--- config.mk ---
export PLATFORM = sky130hd
export DESIGN_NAME = csr_charge_setpoints
export DESIGN_NICKNAME = d
export VERILOG_FILES = /design/src/design/csr_pkg.sv /design/src/design/csr_i2c_slave.sv /design/src/design/csr_charge_setpoints.sv
export VERILOG_INCLUDE_DIRS = /design/src /design/src/design
export SDC_FILE = /design/constraint.sdc
export NUM_CORES = 1
export LEC_CHECK = 0
export BUFFER_PORTS_ARGS = -buffer_cell sky130_fd_sc_hd__buf_2
export CORE_UTILIZATION = 25
export CTS_BUF_LIST = sky130_fd_sc_hd__clkbuf_8 sky130_fd_sc_hd__clkbuf_16
export CTS_CLUSTER_DIAMETER = 30
export DETAILED_ROUTE_END_ITERATION = 7
export GPL_ROUTABILITY_DRIVEN = 1
export PLACE_DENSITY = 0.37
export SYNTH_ARGS = -nofsm -noshare
export SYNTH_HDL_FRONTEND = slang
export SYNTH_SLANG_ARGS = --single-unit
export TNS_END_PERCENT = 1
--- constraint.sdc ---
create_clock -name clock_i -period 14 [get_ports clock_i]
set_input_delay 0 -clock clock_i [delete_from_list [all_inputs] [get_ports clock_i]]
set_output_delay 0 -clock clock_i [all_outputs]
set_load 0.005 [all_outputs]
--- src/design/csr_regs.svh ---
// Purpose: Offsets, field positions, reset values and scale constants of the charge setpoint bank
// Assumes: Included by bare name from the package-using design files
// Notes:   Currents in mA, voltages in mV
`ifndef CSR_REGS_SVH
`define CSR_REGS_SVH

// ----------------------------------------------------------------------
// Bus address and register offsets
// ----------------------------------------------------------------------
`define CSR_DEV_ADDR 7'h6B
`define CSR_OFS_CHG_CUR 8'h02
`define CSR_OFS_PRE_TERM 8'h03
`define CSR_OFS_CHG_VOLT 8'h04
`define CSR_OFS_LAST_RW 8'h07

// ----------------------------------------------------------------------
// Reset values
// ----------------------------------------------------------------------
`define CSR_RST_CHG_CUR 8'h60
`define CSR_RST_PRE_TERM 8'h11
`define CSR_RST_CHG_VOLT 8'hB2
`define CSR_RST_OTHER 8'h00

// ----------------------------------------------------------------------
// Field positions
// ----------------------------------------------------------------------
`define CSR_FAST_MSB 7
`define CSR_FAST_LSB 2
`define CSR_RSVD_BIT 1
`define CSR_REDUCE_BIT 0
`define CSR_PRE_MSB 7
`define CSR_PRE_LSB 4
`define CSR_TERM_MSB 3
`define CSR_TERM_LSB 0
`define CSR_CHARGE_VOLTAGE_TARGET_MSB 7
`define CSR_CHARGE_VOLTAGE_TARGET_LSB 2
`define CSR_EXIT_BIT 1
`define CSR_RECH_BIT 0

// ----------------------------------------------------------------------
// Scaling
// ----------------------------------------------------------------------
`define CSR_FAST_OFS_MA 13'h0200
`define CSR_FAST_LSB_MA 13'h0040
`define CSR_PRE_OFS_MA 12'h080
`define CSR_PRE_LSB_MA 12'h080
`define CSR_CHARGE_VOLTAGE_TARGET_OFS_MV 13'h0DB0
`define CSR_CHARGE_VOLTAGE_TARGET_LSB_MV 13'h0010
`define CSR_CHARGE_VOLTAGE_TARGET_MAX_CODE 6'h38
`define CSR_EXIT_LO_MV 12'hAF0
`define CSR_EXIT_HI_MV 12'hBB8
`define CSR_RECH_LO_MV 9'h064
`define CSR_RECH_HI_MV 9'h12C
`define CSR_PCT_NUM 13'h0014
`define CSR_PCT_DEN 13'h0064

`endif

--- src/design/csr_pkg.sv ---
// Purpose: Types shared by the charge setpoint bank
// Assumes: Nothing beyond the constants header
// Notes:   Setpoints travel together as one packed struct
package csr_pkg;
   typedef struct packed {
      logic [12:0] fast_charge_current;
      logic [11:0] precondition_current;
      logic [11:0] termination_current;
      logic [12:0] charge_voltage_target;
      logic [11:0] precondition_exit_threshold;
      logic [8:0] recharge_hysteresis;
   } csr_setpoint_t;

   typedef enum logic [1:0] {
      CSR_PH_IDLE,
      CSR_PH_ADDR,
      CSR_PH_DATA
   } csr_phase_t;
endpackage

--- src/design/csr_i2c_slave.sv ---
// Purpose: I2C target front end: byte engine on synchronised SCL/SDA
// Assumes: Bus rate well below 1/4 of the system clock
// Notes:   Register pointer auto-increments after each data byte
`timescale 1ns/1ps
`include "csr_regs.svh"
module csr_i2c_slave
   import csr_pkg::*;
(
   input wire logic clock_i,
   input wire logic reset_n_i,
   input wire logic scl_i,
   input wire logic sda_i,
   output logic sda_o,
   output logic sda_oe_o,
   output logic wr_o,
   output logic [7:0] addr_o,
   output logic [7:0] wdata_o,
   input wire logic [7:0] rdata_i
);
   logic [1:0] scl_s_r;
   logic [1:0] sda_s_r;
   logic scl_d_r;
   logic sda_d_r;
   logic [3:0] bit_cnt_r;
   logic [7:0] shift_r;
   logic rd_mode_r;
   logic ack_r;
   logic selected_r;
   csr_phase_t phase_r;
   logic scl_rise;
   logic scl_fall;
   logic start_c;
   logic stop_c;

   // ----------------------------------------------------------------------
   // Synchronisers: the second stage and its one-clock delayed copy feed logic; the first stage does not
   // ----------------------------------------------------------------------
   always_ff @(posedge clock_i or negedge reset_n_i) begin
      if (!reset_n_i) begin
         scl_s_r <= 2'b11;
         sda_s_r <= 2'b11;
         scl_d_r <= 1'b1;
         sda_d_r <= 1'b1;
      end else begin
         scl_s_r <= {scl_s_r[0], scl_i};
         sda_s_r <= {sda_s_r[0], sda_i};
         scl_d_r <= scl_s_r[1];
         sda_d_r <= sda_s_r[1];
      end
   end

   // Bus conditions
   assign scl_rise = scl_s_r[1] & ~scl_d_r;
   assign scl_fall = ~scl_s_r[1] & scl_d_r;
   assign start_c = scl_s_r[1] & scl_d_r & ~sda_s_r[1] & sda_d_r;
   assign stop_c = scl_s_r[1] & scl_d_r & sda_s_r[1] & ~sda_d_r;

   // ----------------------------------------------------------------------
   // Byte engine: bits 0..7 data, bit 8 is the acknowledge slot
   // ----------------------------------------------------------------------
   always_ff @(posedge clock_i or negedge reset_n_i) begin
      if (!reset_n_i) begin
         bit_cnt_r <= 4'h0;
         shift_r <= 8'h00;
         rd_mode_r <= 1'b0;
         ack_r <= 1'b0;
         selected_r <= 1'b0;
         phase_r <= CSR_PH_IDLE;
         addr_o <= 8'h00;
         wdata_o <= 8'h00;
         wr_o <= 1'b0;
         sda_o <= 1'b0;
         sda_oe_o <= 1'b0;
      end else begin
         wr_o <= 1'b0;
         // Pointer steps the cycle after a write strobe, so the write lands first
         if (wr_o) begin
            addr_o <= addr_o + 8'h01;
         end
         if (start_c) begin
            bit_cnt_r <= 4'h0;
            selected_r <= 1'b1;
            phase_r <= CSR_PH_IDLE;
            rd_mode_r <= 1'b0;
            sda_oe_o <= 1'b0;
         end else if (stop_c) begin
            selected_r <= 1'b0;
            sda_oe_o <= 1'b0;
         end else if (selected_r && scl_rise && bit_cnt_r < 4'h8) begin
            shift_r <= {shift_r[6:0], sda_s_r[1]};
            bit_cnt_r <= bit_cnt_r + 4'h1;
         end else if (selected_r && scl_rise) begin
            // Master NACK ends a read burst
            if (rd_mode_r && sda_s_r[1]) begin
               selected_r <= 1'b0;
            end
            bit_cnt_r <= 4'h0;
         end else if (selected_r && scl_fall) begin
            if (bit_cnt_r == 4'h8 && !rd_mode_r) begin
               ack_r <= 1'b1;
               unique case (phase_r)
                  CSR_PH_IDLE: begin
                     if (shift_r[7:1] == `CSR_DEV_ADDR) begin
                        rd_mode_r <= shift_r[0];
                        phase_r <= CSR_PH_ADDR;
                        if (shift_r[0]) begin
                           // First read byte is fetched now; pointer moves past it
                           shift_r <= rdata_i;
                           addr_o <= addr_o + 8'h01;
                        end
                     end else begin
                        ack_r <= 1'b0;
                        selected_r <= 1'b0;
                     end
                  end
                  CSR_PH_ADDR: begin
                     addr_o <= shift_r;
                     phase_r <= CSR_PH_DATA;
                  end
                  CSR_PH_DATA: begin
                     wdata_o <= shift_r;
                     wr_o <= 1'b1;
                  end
               endcase
               sda_o <= 1'b0;
               sda_oe_o <= (phase_r != CSR_PH_IDLE) || (shift_r[7:1] == `CSR_DEV_ADDR);
            end else if (bit_cnt_r == 4'h0 && ack_r && !rd_mode_r) begin
               // Release after the acknowledge slot
               ack_r <= 1'b0;
               sda_oe_o <= 1'b0;
            end else if (rd_mode_r) begin
               // Drive read data MSB first; release for the master acknowledge
               if (bit_cnt_r == 4'h0) begin
                  if (ack_r) begin
                     ack_r <= 1'b0;
                  end else begin
                     addr_o <= addr_o + 8'h01;
                     shift_r <= rdata_i;
                  end
                  sda_o <= ack_r ? shift_r[7] : rdata_i[7];
                  sda_oe_o <= ~(ack_r ? shift_r[7] : rdata_i[7]);
               end else if (bit_cnt_r < 4'h8) begin
                  sda_o <= 1'b0;
                  sda_oe_o <= ~shift_r[7];
               end else begin
                  sda_oe_o <= 1'b0;
               end
            end
         end
      end
   end
endmodule

--- src/design/csr_charge_setpoints.sv ---
// Purpose: Charge setpoint register bank reached over I2C
// Assumes: SCL/SDA arrive from pins; open-drain SDA resolved outside
// Notes:   Bank offsets 0x02..0x04 are decoded; 0x00..0x07 all store and read back
// Contract
// Fast current 512mA plus 64mA steps
// Bit 0 set charges at 20 percent
// Precondition current 128mA offset, 128mA steps
// Termination current 128mA offset, 128mA steps
// Voltage 3.504V plus 16mV, max code 111000
// Bit 1 picks 2.8V or 3.0V exit
// Bit 0 picks 100mV or 300mV recharge
// Address 6B; registers 0..7 read/write
// Reserved current bit reads zero
`timescale 1ns/1ps
`include "csr_regs.svh"
module csr_charge_setpoints
   import csr_pkg::*;
(
   input wire logic clock_i,
   input wire logic reset_n_i,
   input wire logic scl_i,
   input wire logic sda_i,
   output logic sda_o,
   output logic sda_oe_o,
   output csr_setpoint_t setpoint_o,
   output logic [7:0] charge_current_control_o,
   output logic [7:0] precharge_termination_current_o,
   output logic [7:0] charge_voltage_control_o
);
   logic wr;
   logic [7:0] addr;
   logic [7:0] wdata;
   logic [7:0] rdata;
   logic [7:0] chg_cur_r;
   logic [7:0] pre_term_r;
   logic [7:0] chg_volt_r;
   logic [7:0] other_r [0:7];
   logic [12:0] fast_full;
   logic [12:0] fast_nxt;
   logic [5:0] vcode;

   // ----------------------------------------------------------------------
   // Serial front end
   // ----------------------------------------------------------------------
   csr_i2c_slave u_slave (
      .clock_i(clock_i),
      .reset_n_i(reset_n_i),
      .scl_i(scl_i),
      .sda_i(sda_i),
      .sda_o(sda_o),
      .sda_oe_o(sda_oe_o),
      .wr_o(wr),
      .addr_o(addr),
      .wdata_o(wdata),
      .rdata_i(rdata)
   );

   // ----------------------------------------------------------------------
   // Register storage
   // ----------------------------------------------------------------------
   // Bank registers; reserved bit is never stored
   always_ff @(posedge clock_i or negedge reset_n_i) begin
      if (!reset_n_i) begin
         chg_cur_r <= `CSR_RST_CHG_CUR;
         pre_term_r <= `CSR_RST_PRE_TERM;
         chg_volt_r <= `CSR_RST_CHG_VOLT;
      end else if (wr) begin
         if (addr == `CSR_OFS_CHG_CUR) begin
            chg_cur_r <= wdata & ~(8'h01 << `CSR_RSVD_BIT);
         end
         if (addr == `CSR_OFS_PRE_TERM) begin
            pre_term_r <= wdata;
         end
         if (addr == `CSR_OFS_CHG_VOLT) begin
            chg_volt_r <= wdata;
         end
      end
   end

   // Other offsets up to 0x07 keep plain storage so the host sees read/write
   genvar gi;
   generate
      for (gi = 0; gi < 8; gi++) begin : g_other
         always_ff @(posedge clock_i or negedge reset_n_i) begin
            if (!reset_n_i) begin
               other_r[gi] <= `CSR_RST_OTHER;
            end else if (wr && addr == 8'(gi)) begin
               other_r[gi] <= wdata;
            end
         end
      end
   endgenerate

   // Read mux; beyond 0x07 reads zero
   always_comb begin
      if (addr == `CSR_OFS_CHG_CUR) begin
         rdata = chg_cur_r;
      end else if (addr == `CSR_OFS_PRE_TERM) begin
         rdata = pre_term_r;
      end else if (addr == `CSR_OFS_CHG_VOLT) begin
         rdata = chg_volt_r;
      end else if (addr <= `CSR_OFS_LAST_RW) begin
         rdata = other_r[addr[2:0]];
      end else begin
         rdata = 8'h00;
      end
   end

   // ----------------------------------------------------------------------
   // Setpoint decode
   // ----------------------------------------------------------------------
   // Codes above the top valid voltage code clamp to it, a safety trade-off
   assign vcode = (chg_volt_r[`CSR_CHARGE_VOLTAGE_TARGET_MSB:`CSR_CHARGE_VOLTAGE_TARGET_LSB] > `CSR_CHARGE_VOLTAGE_TARGET_MAX_CODE) ?
                  `CSR_CHARGE_VOLTAGE_TARGET_MAX_CODE : chg_volt_r[`CSR_CHARGE_VOLTAGE_TARGET_MSB:`CSR_CHARGE_VOLTAGE_TARGET_LSB];
   assign fast_full = `CSR_FAST_OFS_MA +
                      13'(chg_cur_r[`CSR_FAST_MSB:`CSR_FAST_LSB]) * `CSR_FAST_LSB_MA;
   // Reduced mode divides the full value, truncating toward zero
   // Product is widened first: full scale times twenty overflows 13 bits
   assign fast_nxt = chg_cur_r[`CSR_REDUCE_BIT] ?
                     13'((17'(fast_full) * 17'(`CSR_PCT_NUM)) /
                         17'(`CSR_PCT_DEN)) : fast_full;

   // Registered setpoints keep analogue loops free of decode glitches
   always_ff @(posedge clock_i or negedge reset_n_i) begin
      if (!reset_n_i) begin
         setpoint_o <= '0;
      end else begin
         setpoint_o.fast_charge_current <= fast_nxt;
         setpoint_o.precondition_current <= `CSR_PRE_OFS_MA +
            12'(pre_term_r[`CSR_PRE_MSB:`CSR_PRE_LSB]) * `CSR_PRE_LSB_MA;
         setpoint_o.termination_current <= `CSR_PRE_OFS_MA +
            12'(pre_term_r[`CSR_TERM_MSB:`CSR_TERM_LSB]) * `CSR_PRE_LSB_MA;
         setpoint_o.charge_voltage_target <= `CSR_CHARGE_VOLTAGE_TARGET_OFS_MV +
            13'(vcode) * `CSR_CHARGE_VOLTAGE_TARGET_LSB_MV;
         setpoint_o.precondition_exit_threshold <= chg_volt_r[`CSR_EXIT_BIT] ?
            `CSR_EXIT_HI_MV : `CSR_EXIT_LO_MV;
         setpoint_o.recharge_hysteresis <= chg_volt_r[`CSR_RECH_BIT] ?
            `CSR_RECH_HI_MV : `CSR_RECH_LO_MV;
      end
   end

   // Raw register views
   assign charge_current_control_o = chg_cur_r;
   assign precharge_termination_current_o = pre_term_r;
   assign charge_voltage_control_o = chg_volt_r;
endmodule

==> flow_summary.toml, run 1 <==
[worst_setup_path]
cp.arrival_ns = 12.94
crit_slowest_cell = "xnor2_1"
cp_common_cell = "ha_1"
required_ns = 14.30
critPathMaxFanout = 12
crit_path_end_kind = "flop"
critPathMaxStageDelay_ns = 0.79
startpoint_type = "flop"
crit_type = "reg -> reg"

[floorplanning]
die_w_microns = 205
fp.dieH_microns = 205
initial_core_util_pct = 25.3
core_sq_um = 40800
die-area_sq_um = 42200
placementRows = 74
num_io_pins = 101

[worst_hold_path]
holdCritPathClass = "in -> async"

[sta]
tightestPinTransition_ns = 0.985
fin_crit_sh_pct = 90.3
skew_ns = 0.0129
max_freq_ghz = 0.0791
max_slew_margin_pct = 33.9
drv_slew = 0
whs_ns = 0.143
setup_viol = 0
rsz0062_at_grt = "false"
fin_crit_ns = 12.64
hold_violations = 0
setup_tns_ns = 0

[power_and_ir_drop]
powerDensity_nw_per_um2 = 88.1
swShare_pct = 27.6
internal-power_mw = 0.741
p_leak_nw = 5.13
power.share.clock_pct = 48.6
switchingPower_mw = 0.282
seqPwrFrac_pct = 46.3
combPwrFrac_pct = 5.1
total_power_mw = 1.02
vdd_drop_max_mv = 0.0603

[clock_tree]
cts_setup_buffers = 0
insertion_delay_ns = 0.44
cts.sinks = 151
cts_made_buffers = 17
cts_max_level = 4
clockRootBuffer = "clkbuf_16"
clkTransAtPathRegs_ns = 0.08
clockBufferDepth = 2
cts_tree = "yes"

[synthesis]
synth_xor_area_share_pct = 3.46
synth_mux_area_share_pct = 13.7
synth_async_sr_flop_share_pct = 100
synth-edff-count = 0
synth_area_sq_um = 10300
synth_top_family_by_area = "compound AO/OA/AOI/OAI gates"
synth-simple-area-share_pct = 16.3
synthAdderAreaFrac_pct = 3.34
yosysWarnings = 0
postSynthCellCount = 1082
synth_cell_types = 103
ys_ff_latch = 151
postSynthAreaPerCell_sq_um = 9.56
ys_seq_area_share_pct = 36.7
synth-main-ff-cell = "dfrtp_1"
synth_compound_area_share_pct = 20.0

[route]
drtIter0Drc = 736
ant_nets = 0
drcViolationCount = 1
routed_wirelength_microns = 30300
routedWlPerCell_microns = 18.3
vias = 8430
first_pass_iters = 8
viasPerCell = 5.08

[global_routing]
grt_remaining_overflow = 0
grt_pass1_wl_microns = 48900
grt_pass1_vias = 8353
gr-usage-all-layers_pct = 15.0
grt_max_degree = 86
grt_antenna_before_repair = 0

[finish]
drive_above_1_share_pct = 22.9
diodes = 0
num-nets-final = 1145
final_util_pct = 28.4
area_growth_pct = 12.3

[status]
violations = "design-rule violations"
run_status = "finished with violations"

[place]
routabilityCongestion = 0.804
hpwl_microns = 21600
port_buffers = 73

[job]
cap_violations = 0
## sequential cells by signal, indices dropped and copies added, names as in the netlist, 4 cells and up
| name | flops |
|---|---|
| u_slave.wdata_o | 8 |
| u_slave.shift_r | 8 |
| u_slave.addr_o | 8 |
| precharge_termination_current_o | 8 |
| setpoint_o | 37 |
| other_r | 54 |
| charge_voltage_control_o | 8 |
| u_slave.bit_cnt_r | 4 |
## path summary, 6_finish.rpt
kind                                                    startpoint                                              to  slack (ns)  depth (start not counted)
max                        charge_current_control_o[5]$_DFFE_PN1P_                        setpoint_o[58]$_DFF_PN0_        1.36                         44
min                                                      reset_n_i                        setpoint_o[28]$_DFF_PN0_        0.14                          2
max reg2reg                charge_current_control_o[5]$_DFFE_PN1P_                        setpoint_o[58]$_DFF_PN0_        1.36                         44
min reg2reg                           u_slave.sda_s_r[0]$_DFF_PN1_                    u_slave.sda_s_r[1]$_DFF_PN1_        0.36                          0
max in group asynchronous                                reset_n_i  precharge_termination_current_o[2]$_DFFE_PN0P_       12.39                          3
min in group clock_i                                         scl_i                    u_slave.scl_s_r[0]$_DFF_PN1_        0.20                          2
## final cells by class
class	instances	area (sq um)
repair buffers	82	447
flip-flops and latches	151	3800
fillers	4321	29200
well taps	532	666
inverters	33	125
clock inverters	15	181
clock buffers	17	425
multi-input cells	829	5970
## cell usage after synthesis, drive strengths merged, types with 5 or more instances
master / number / share of area, %
and3: 12 / 0.73
o21a: 10 / 0.73
a22oi: 12 / 0.87
nor2: 87 / 3.2
o211ai: 14 / 1.0
buf: 65 / 4.2
or3: 5 / 0.30
nand2b: 8 / 0.51
xor2: 21 / 1.8
nor3: 24 / 1.2
o21ai: 51 / 2.5
a2111oi: 6 / 0.87
nor3b: 6 / 0.54
nand2: 107 / 4.0
o31ai: 8 / 0.58
mux4: 16 / 3.5
o22ai: 15 / 1.0
mux2: 71 / 7.7
mux2i: 25 / 2.5
dfrtp: 137 / 33
or2: 10 / 0.60
a221oi: 5 / 0.59
nand4: 11 / 0.67
a21oi: 61 / 3.2
inv: 29 / 1.1
o2111ai: 7 / 0.59
clkbuf: 30 / 1.1
a211oi: 23 / 2.0
nor4: 8 / 0.54
dfstp: 14 / 3.6
and2: 12 / 0.73
a31oi: 9 / 0.54
xnor2: 19 / 1.7
nand3: 34 / 1.8
ha: 26 / 3.1
## per-stage QoR
stage / std cells / cell area [sq um] / setup WS (ns)
5_1_grt: 1659 / 11600 / 0.160
6_report: 1659 / 11600 / 1.36
3_5_place_dp: 1624 / 11000 / 1.60
3_3_place_gp: 1624 / 11000 / 1.70
2_1_floorplan: 1108 / 10400 / 3.84
4_1_cts: 1659 / 11600 / 1.56
## layout by cell type (no fill, tap or decap), types with 21 or more instances in the layout
master,Yosys,layout
a21oi_1,58,58
buf_2,3,72
conb_1,2,28
dfrtp_1,137,137
ha_1,26,26
inv_1,28,28
mux2_2,71,71
mux2i_1,23,23
nand2_1,105,105
nand3_1,32,32
nor2_1,86,86
nor3_1,24,24
o21ai_0,45,45
xor2_1,21,21
## critical path, delay by kind of cell (launching register included)
family	cells	cell delay [ns]
xor+xnor	3	1.41
compound gates	14	3.89
flops	1	0.65
buf+inv	5	0.77
mux	1	0.67
fa+ha+maj	7	2.28
simple gates	14	2.82
## power by group through the flow
stage	registers [mW]	clock network [mW]	logic, mW
floorplan	0.469	0	0.0435
global placement	0.482	0	0.0535
detailed placement	0.482	0	0.0526
CTS	0.473	0.514	0.0538
global route	0.475	0.529	0.0620
finish	0.473	0.497	0.0527
## cell families (layout without fill, tap and decap cells)
| family | Yosys count | after routing |
|---|---|---|
| adders and majority gates | 27 | 27 |
| other | 2 | 28 |
| AOI/OAI and AO/OA | 280 | 280 |
| and+or+nand+nor | 342 | 342 |
| buffers and inverters | 128 | 147 |
| xor gates and xnor gates | 40 | 40 |
| DFF | 151 | 151 |
| muxes | 112 | 112 |
## routing by layer
metal	part of all wire, %	up-vias	wire length [microns]	GRT usage (%)
met2	48	209	14500	24.5
met3	3.7	29	1110	2.66
met1	47	4186	14300	20.3
met5	0	-	0	0
li1	-	4006	-	-
met4	1.3	0	397	3.57
## repair_timing
action / CTS / global route
gates resized for setup: 0 / 0
endpoints found under the hold margin: 78 / 0
hold buffers: 3 / 0
Power figures use the tool's default switching activity.
==> run 2: changes to the inputs <==
--- a/config.mk
+++ b/config.mk
@@ -7,6 +7,7 @@
 export NUM_CORES = 1
 export LEC_CHECK = 0
 export BUFFER_PORTS_ARGS = -buffer_cell sky130_fd_sc_hd__buf_2
+export CORE_ASPECT_RATIO = 1.25
 export CORE_UTILIZATION = 25
 export CTS_BUF_LIST = sky130_fd_sc_hd__clkbuf_8 sky130_fd_sc_hd__clkbuf_16
 export CTS_CLUSTER_DIAMETER = 30
==> flow_summary.toml, run 2 (same netlist as run 1, synthesis figures left out) <==
[status]
run_status = "finished clean"

[worst_setup_path]
critPathMaxFanout = 12
reg2reg_to = "setpoint_o[58]$_DFF_PN0_"
cp_top_family = "compound AO/OA/AOI/OAI gates"
startpoint_type = "flop"
crit_path_end_kind = "flop"
crit_type = "reg -> reg"
r2r-start = "charge_current_control_o[5]$_DFFE_PN1P_"
required_ns = 14.32
worst-r2r-setup-slack_ns = 1.47
crit_slowest_cell = "xnor2_1"
worstRegToRegCells = 44
worst-path-buf-inv = 5
cp.arrival_ns = 12.85
critPathMaxStageDelay_ns = 0.76
cp_common_cell = "ha_1"

[power_and_ir_drop]
seqPwrFrac_pct = 46.6
vdd_drop_max_mv = 0.0875
total_power_mw = 1.01
p_leak_nw = 5.13
swShare_pct = 25.6
power.share.clock_pct = 48.0
combPwrFrac_pct = 5.4
switchingPower_mw = 0.259
powerDensity_nw_per_um2 = 87.0
internal-power_mw = 0.753

[global_routing]
grtUsageMet1_pct = 19.0
gr-usage-all-layers_pct = 15.5
grt_pass1_vias = 8498
grt_remaining_overflow = 0
use_met3_pct = 2.37
grt_antenna_before_repair = 0
grtUsageMet2_pct = 27.7
grt_pass1_wl_microns = 50400
grt_max_degree = 103
busiest_layer = "met2"

[route]
routedWlPerCell_microns = 19.0
drtIter0Drc = 443
viasPerCell = 5.04
drcViolationCount = 0
first_pass_iters = 5
ant_nets = 0
routed_wirelength_microns = 31800
vias = 8427

[floorplanning]
die_w_microns = 184
num_io_pins = 101
placementRows = 82
core_sq_um = 40400
die-area_sq_um = 42200
fp.dieH_microns = 229
initial_core_util_pct = 25.6

[finish]
drive_above_1_share_pct = 22.5
design_area_sq_um = 11600
max_flop_register = "other_r"
area_growth_pct = 12.3
n_fill_cell = 4361
reg_top3 = "other_r (54), setpoint_o (37)"
largest_reg_flops = 54
diodes = 0
layout_commonest_cell = "dfrtp_1"
final_cell_mix = "dfrtp_1, nand2_1, nor2_1"
num-nets-final = 1145

[clock_tree]
cts_made_buffers = 17
clockBufferDepth = 2
cts_tree = "yes"
insertion_delay_ns = 0.46
post_cts_resized = 0
clockRootBuffer = "clkbuf_16"
clkTransAtPathRegs_ns = 0.07
cts.sinks = 151
cts_max_level = 4

[sta]
rsz0062_at_grt = "false"
fin_crit_sh_pct = 89.5
fin_crit_ns = 12.53
whs_ns = 0.197
drv_slew = 0
max_freq_ghz = 0.0798
max_slew_margin_pct = 32.7
setup_tns_ns = 0
skew_ns = 0.0148
hold_violations = 0
tightestPinTransition_ns = 1.00
setup_viol = 0

[worst_hold_path]
holdPathStages = 2
hold_start = "sda_i"
whs_endpoint = "u_slave.sda_s_r[0]$_DFF_PN1_"
holdCritPathClass = "in -> reg"

[place]
port_buffers = 73
dpl_cell_area_sq_um = 11000
routabilityCongestion = 0.870
hpwl_microns = 22600

[job]
cap_violations = 0
## run 2: metal layers
layer / vias to the layer above / share of wire, %
met4: 0 / 1.7
met3: 32 / 3.2
met2: 196 / 51
li1: 3996 / -
met1: 4203 / 44
met5: - / 0
## run 2: layout make-up
class                   count  area [sq um]  area share [%]
multi-input cells         829          5970            51.4
flip-flops and latches    151          3800            32.7
well taps                 546           683            5.88
repair buffers             82           447            3.84
clock buffers              18           439            3.78
clock inverters            14           158            1.36
inverters                  33           125            1.08
## run 2: worst max-delay path by stage
stage	start	endpoint	slack, ns	depth (start not counted)
final	charge_current_control_o[5]$_DFFE_PN1P_	setpoint_o[58]$_DFF_PN0_	1.47	44
after global routing	charge_current_control_o[5]$_DFFE_PN1P_	setpoint_o[58]$_DFF_PN0_	0.36	44
after CTS	charge_current_control_o[5]$_DFFE_PN1P_	setpoint_o[58]$_DFF_PN0_	1.66	44
after detailed placement	charge_current_control_o[5]$_DFFE_PN1P_	setpoint_o[58]$_DFF_PN0_	1.70	44
after global placement	charge_current_control_o[5]$_DFFE_PN1P_	setpoint_o[58]$_DFF_PN0_	1.87	46
after floorplan	charge_current_control_o[6]$_DFFE_PN1P_	setpoint_o[58]$_DFF_PN0_	3.84	47
## run 2: power groups by stage
stage	Sequential [mW]	Clock (mW)	Combinational, mW
after global placement	0.479	0	0.0543
final	0.471	0.486	0.0547
after CTS	0.471	0.504	0.0561
after global routing	0.474	0.519	0.0633
after detailed placement	0.479	0	0.0548
after floorplan	0.469	0	0.0435
## run 2: timing repair
action	in CTS	in global routing
buffers inserted	0	0
hold endpoints to repair	93	0
hold buffers	3	0
## run 2: stage by stage
| stage | worst slack, ns | std cells | utilization, % |
|---|---|---|---|
| floorplan | 3.84 | 1108 | - |
| global placement | 1.87 | 1638 | 27.2 |
| detailed placement | 1.70 | 1638 | 27.2 |
| CTS | 1.66 | 1673 | 28.8 |
| global route | 0.357 | 1673 | 28.8 |
| finish | 1.47 | 1673 | 28.8 |
## run 2: worst register-to-register path: cells and delay by family, from the launching register on
| kind | cells | cell delay [ns] |
|---|---|---|
| and+or+nand+nor | 14 | 2.79 |
| muxes | 1 | 0.68 |
| xor gates and xnor gates | 3 | 1.37 |
| adders and majority gates | 7 | 2.28 |
| DFF | 1 | 0.65 |
| buffers and inverters | 5 | 0.75 |
| AOI/OAI and AO/OA | 14 | 3.88 |
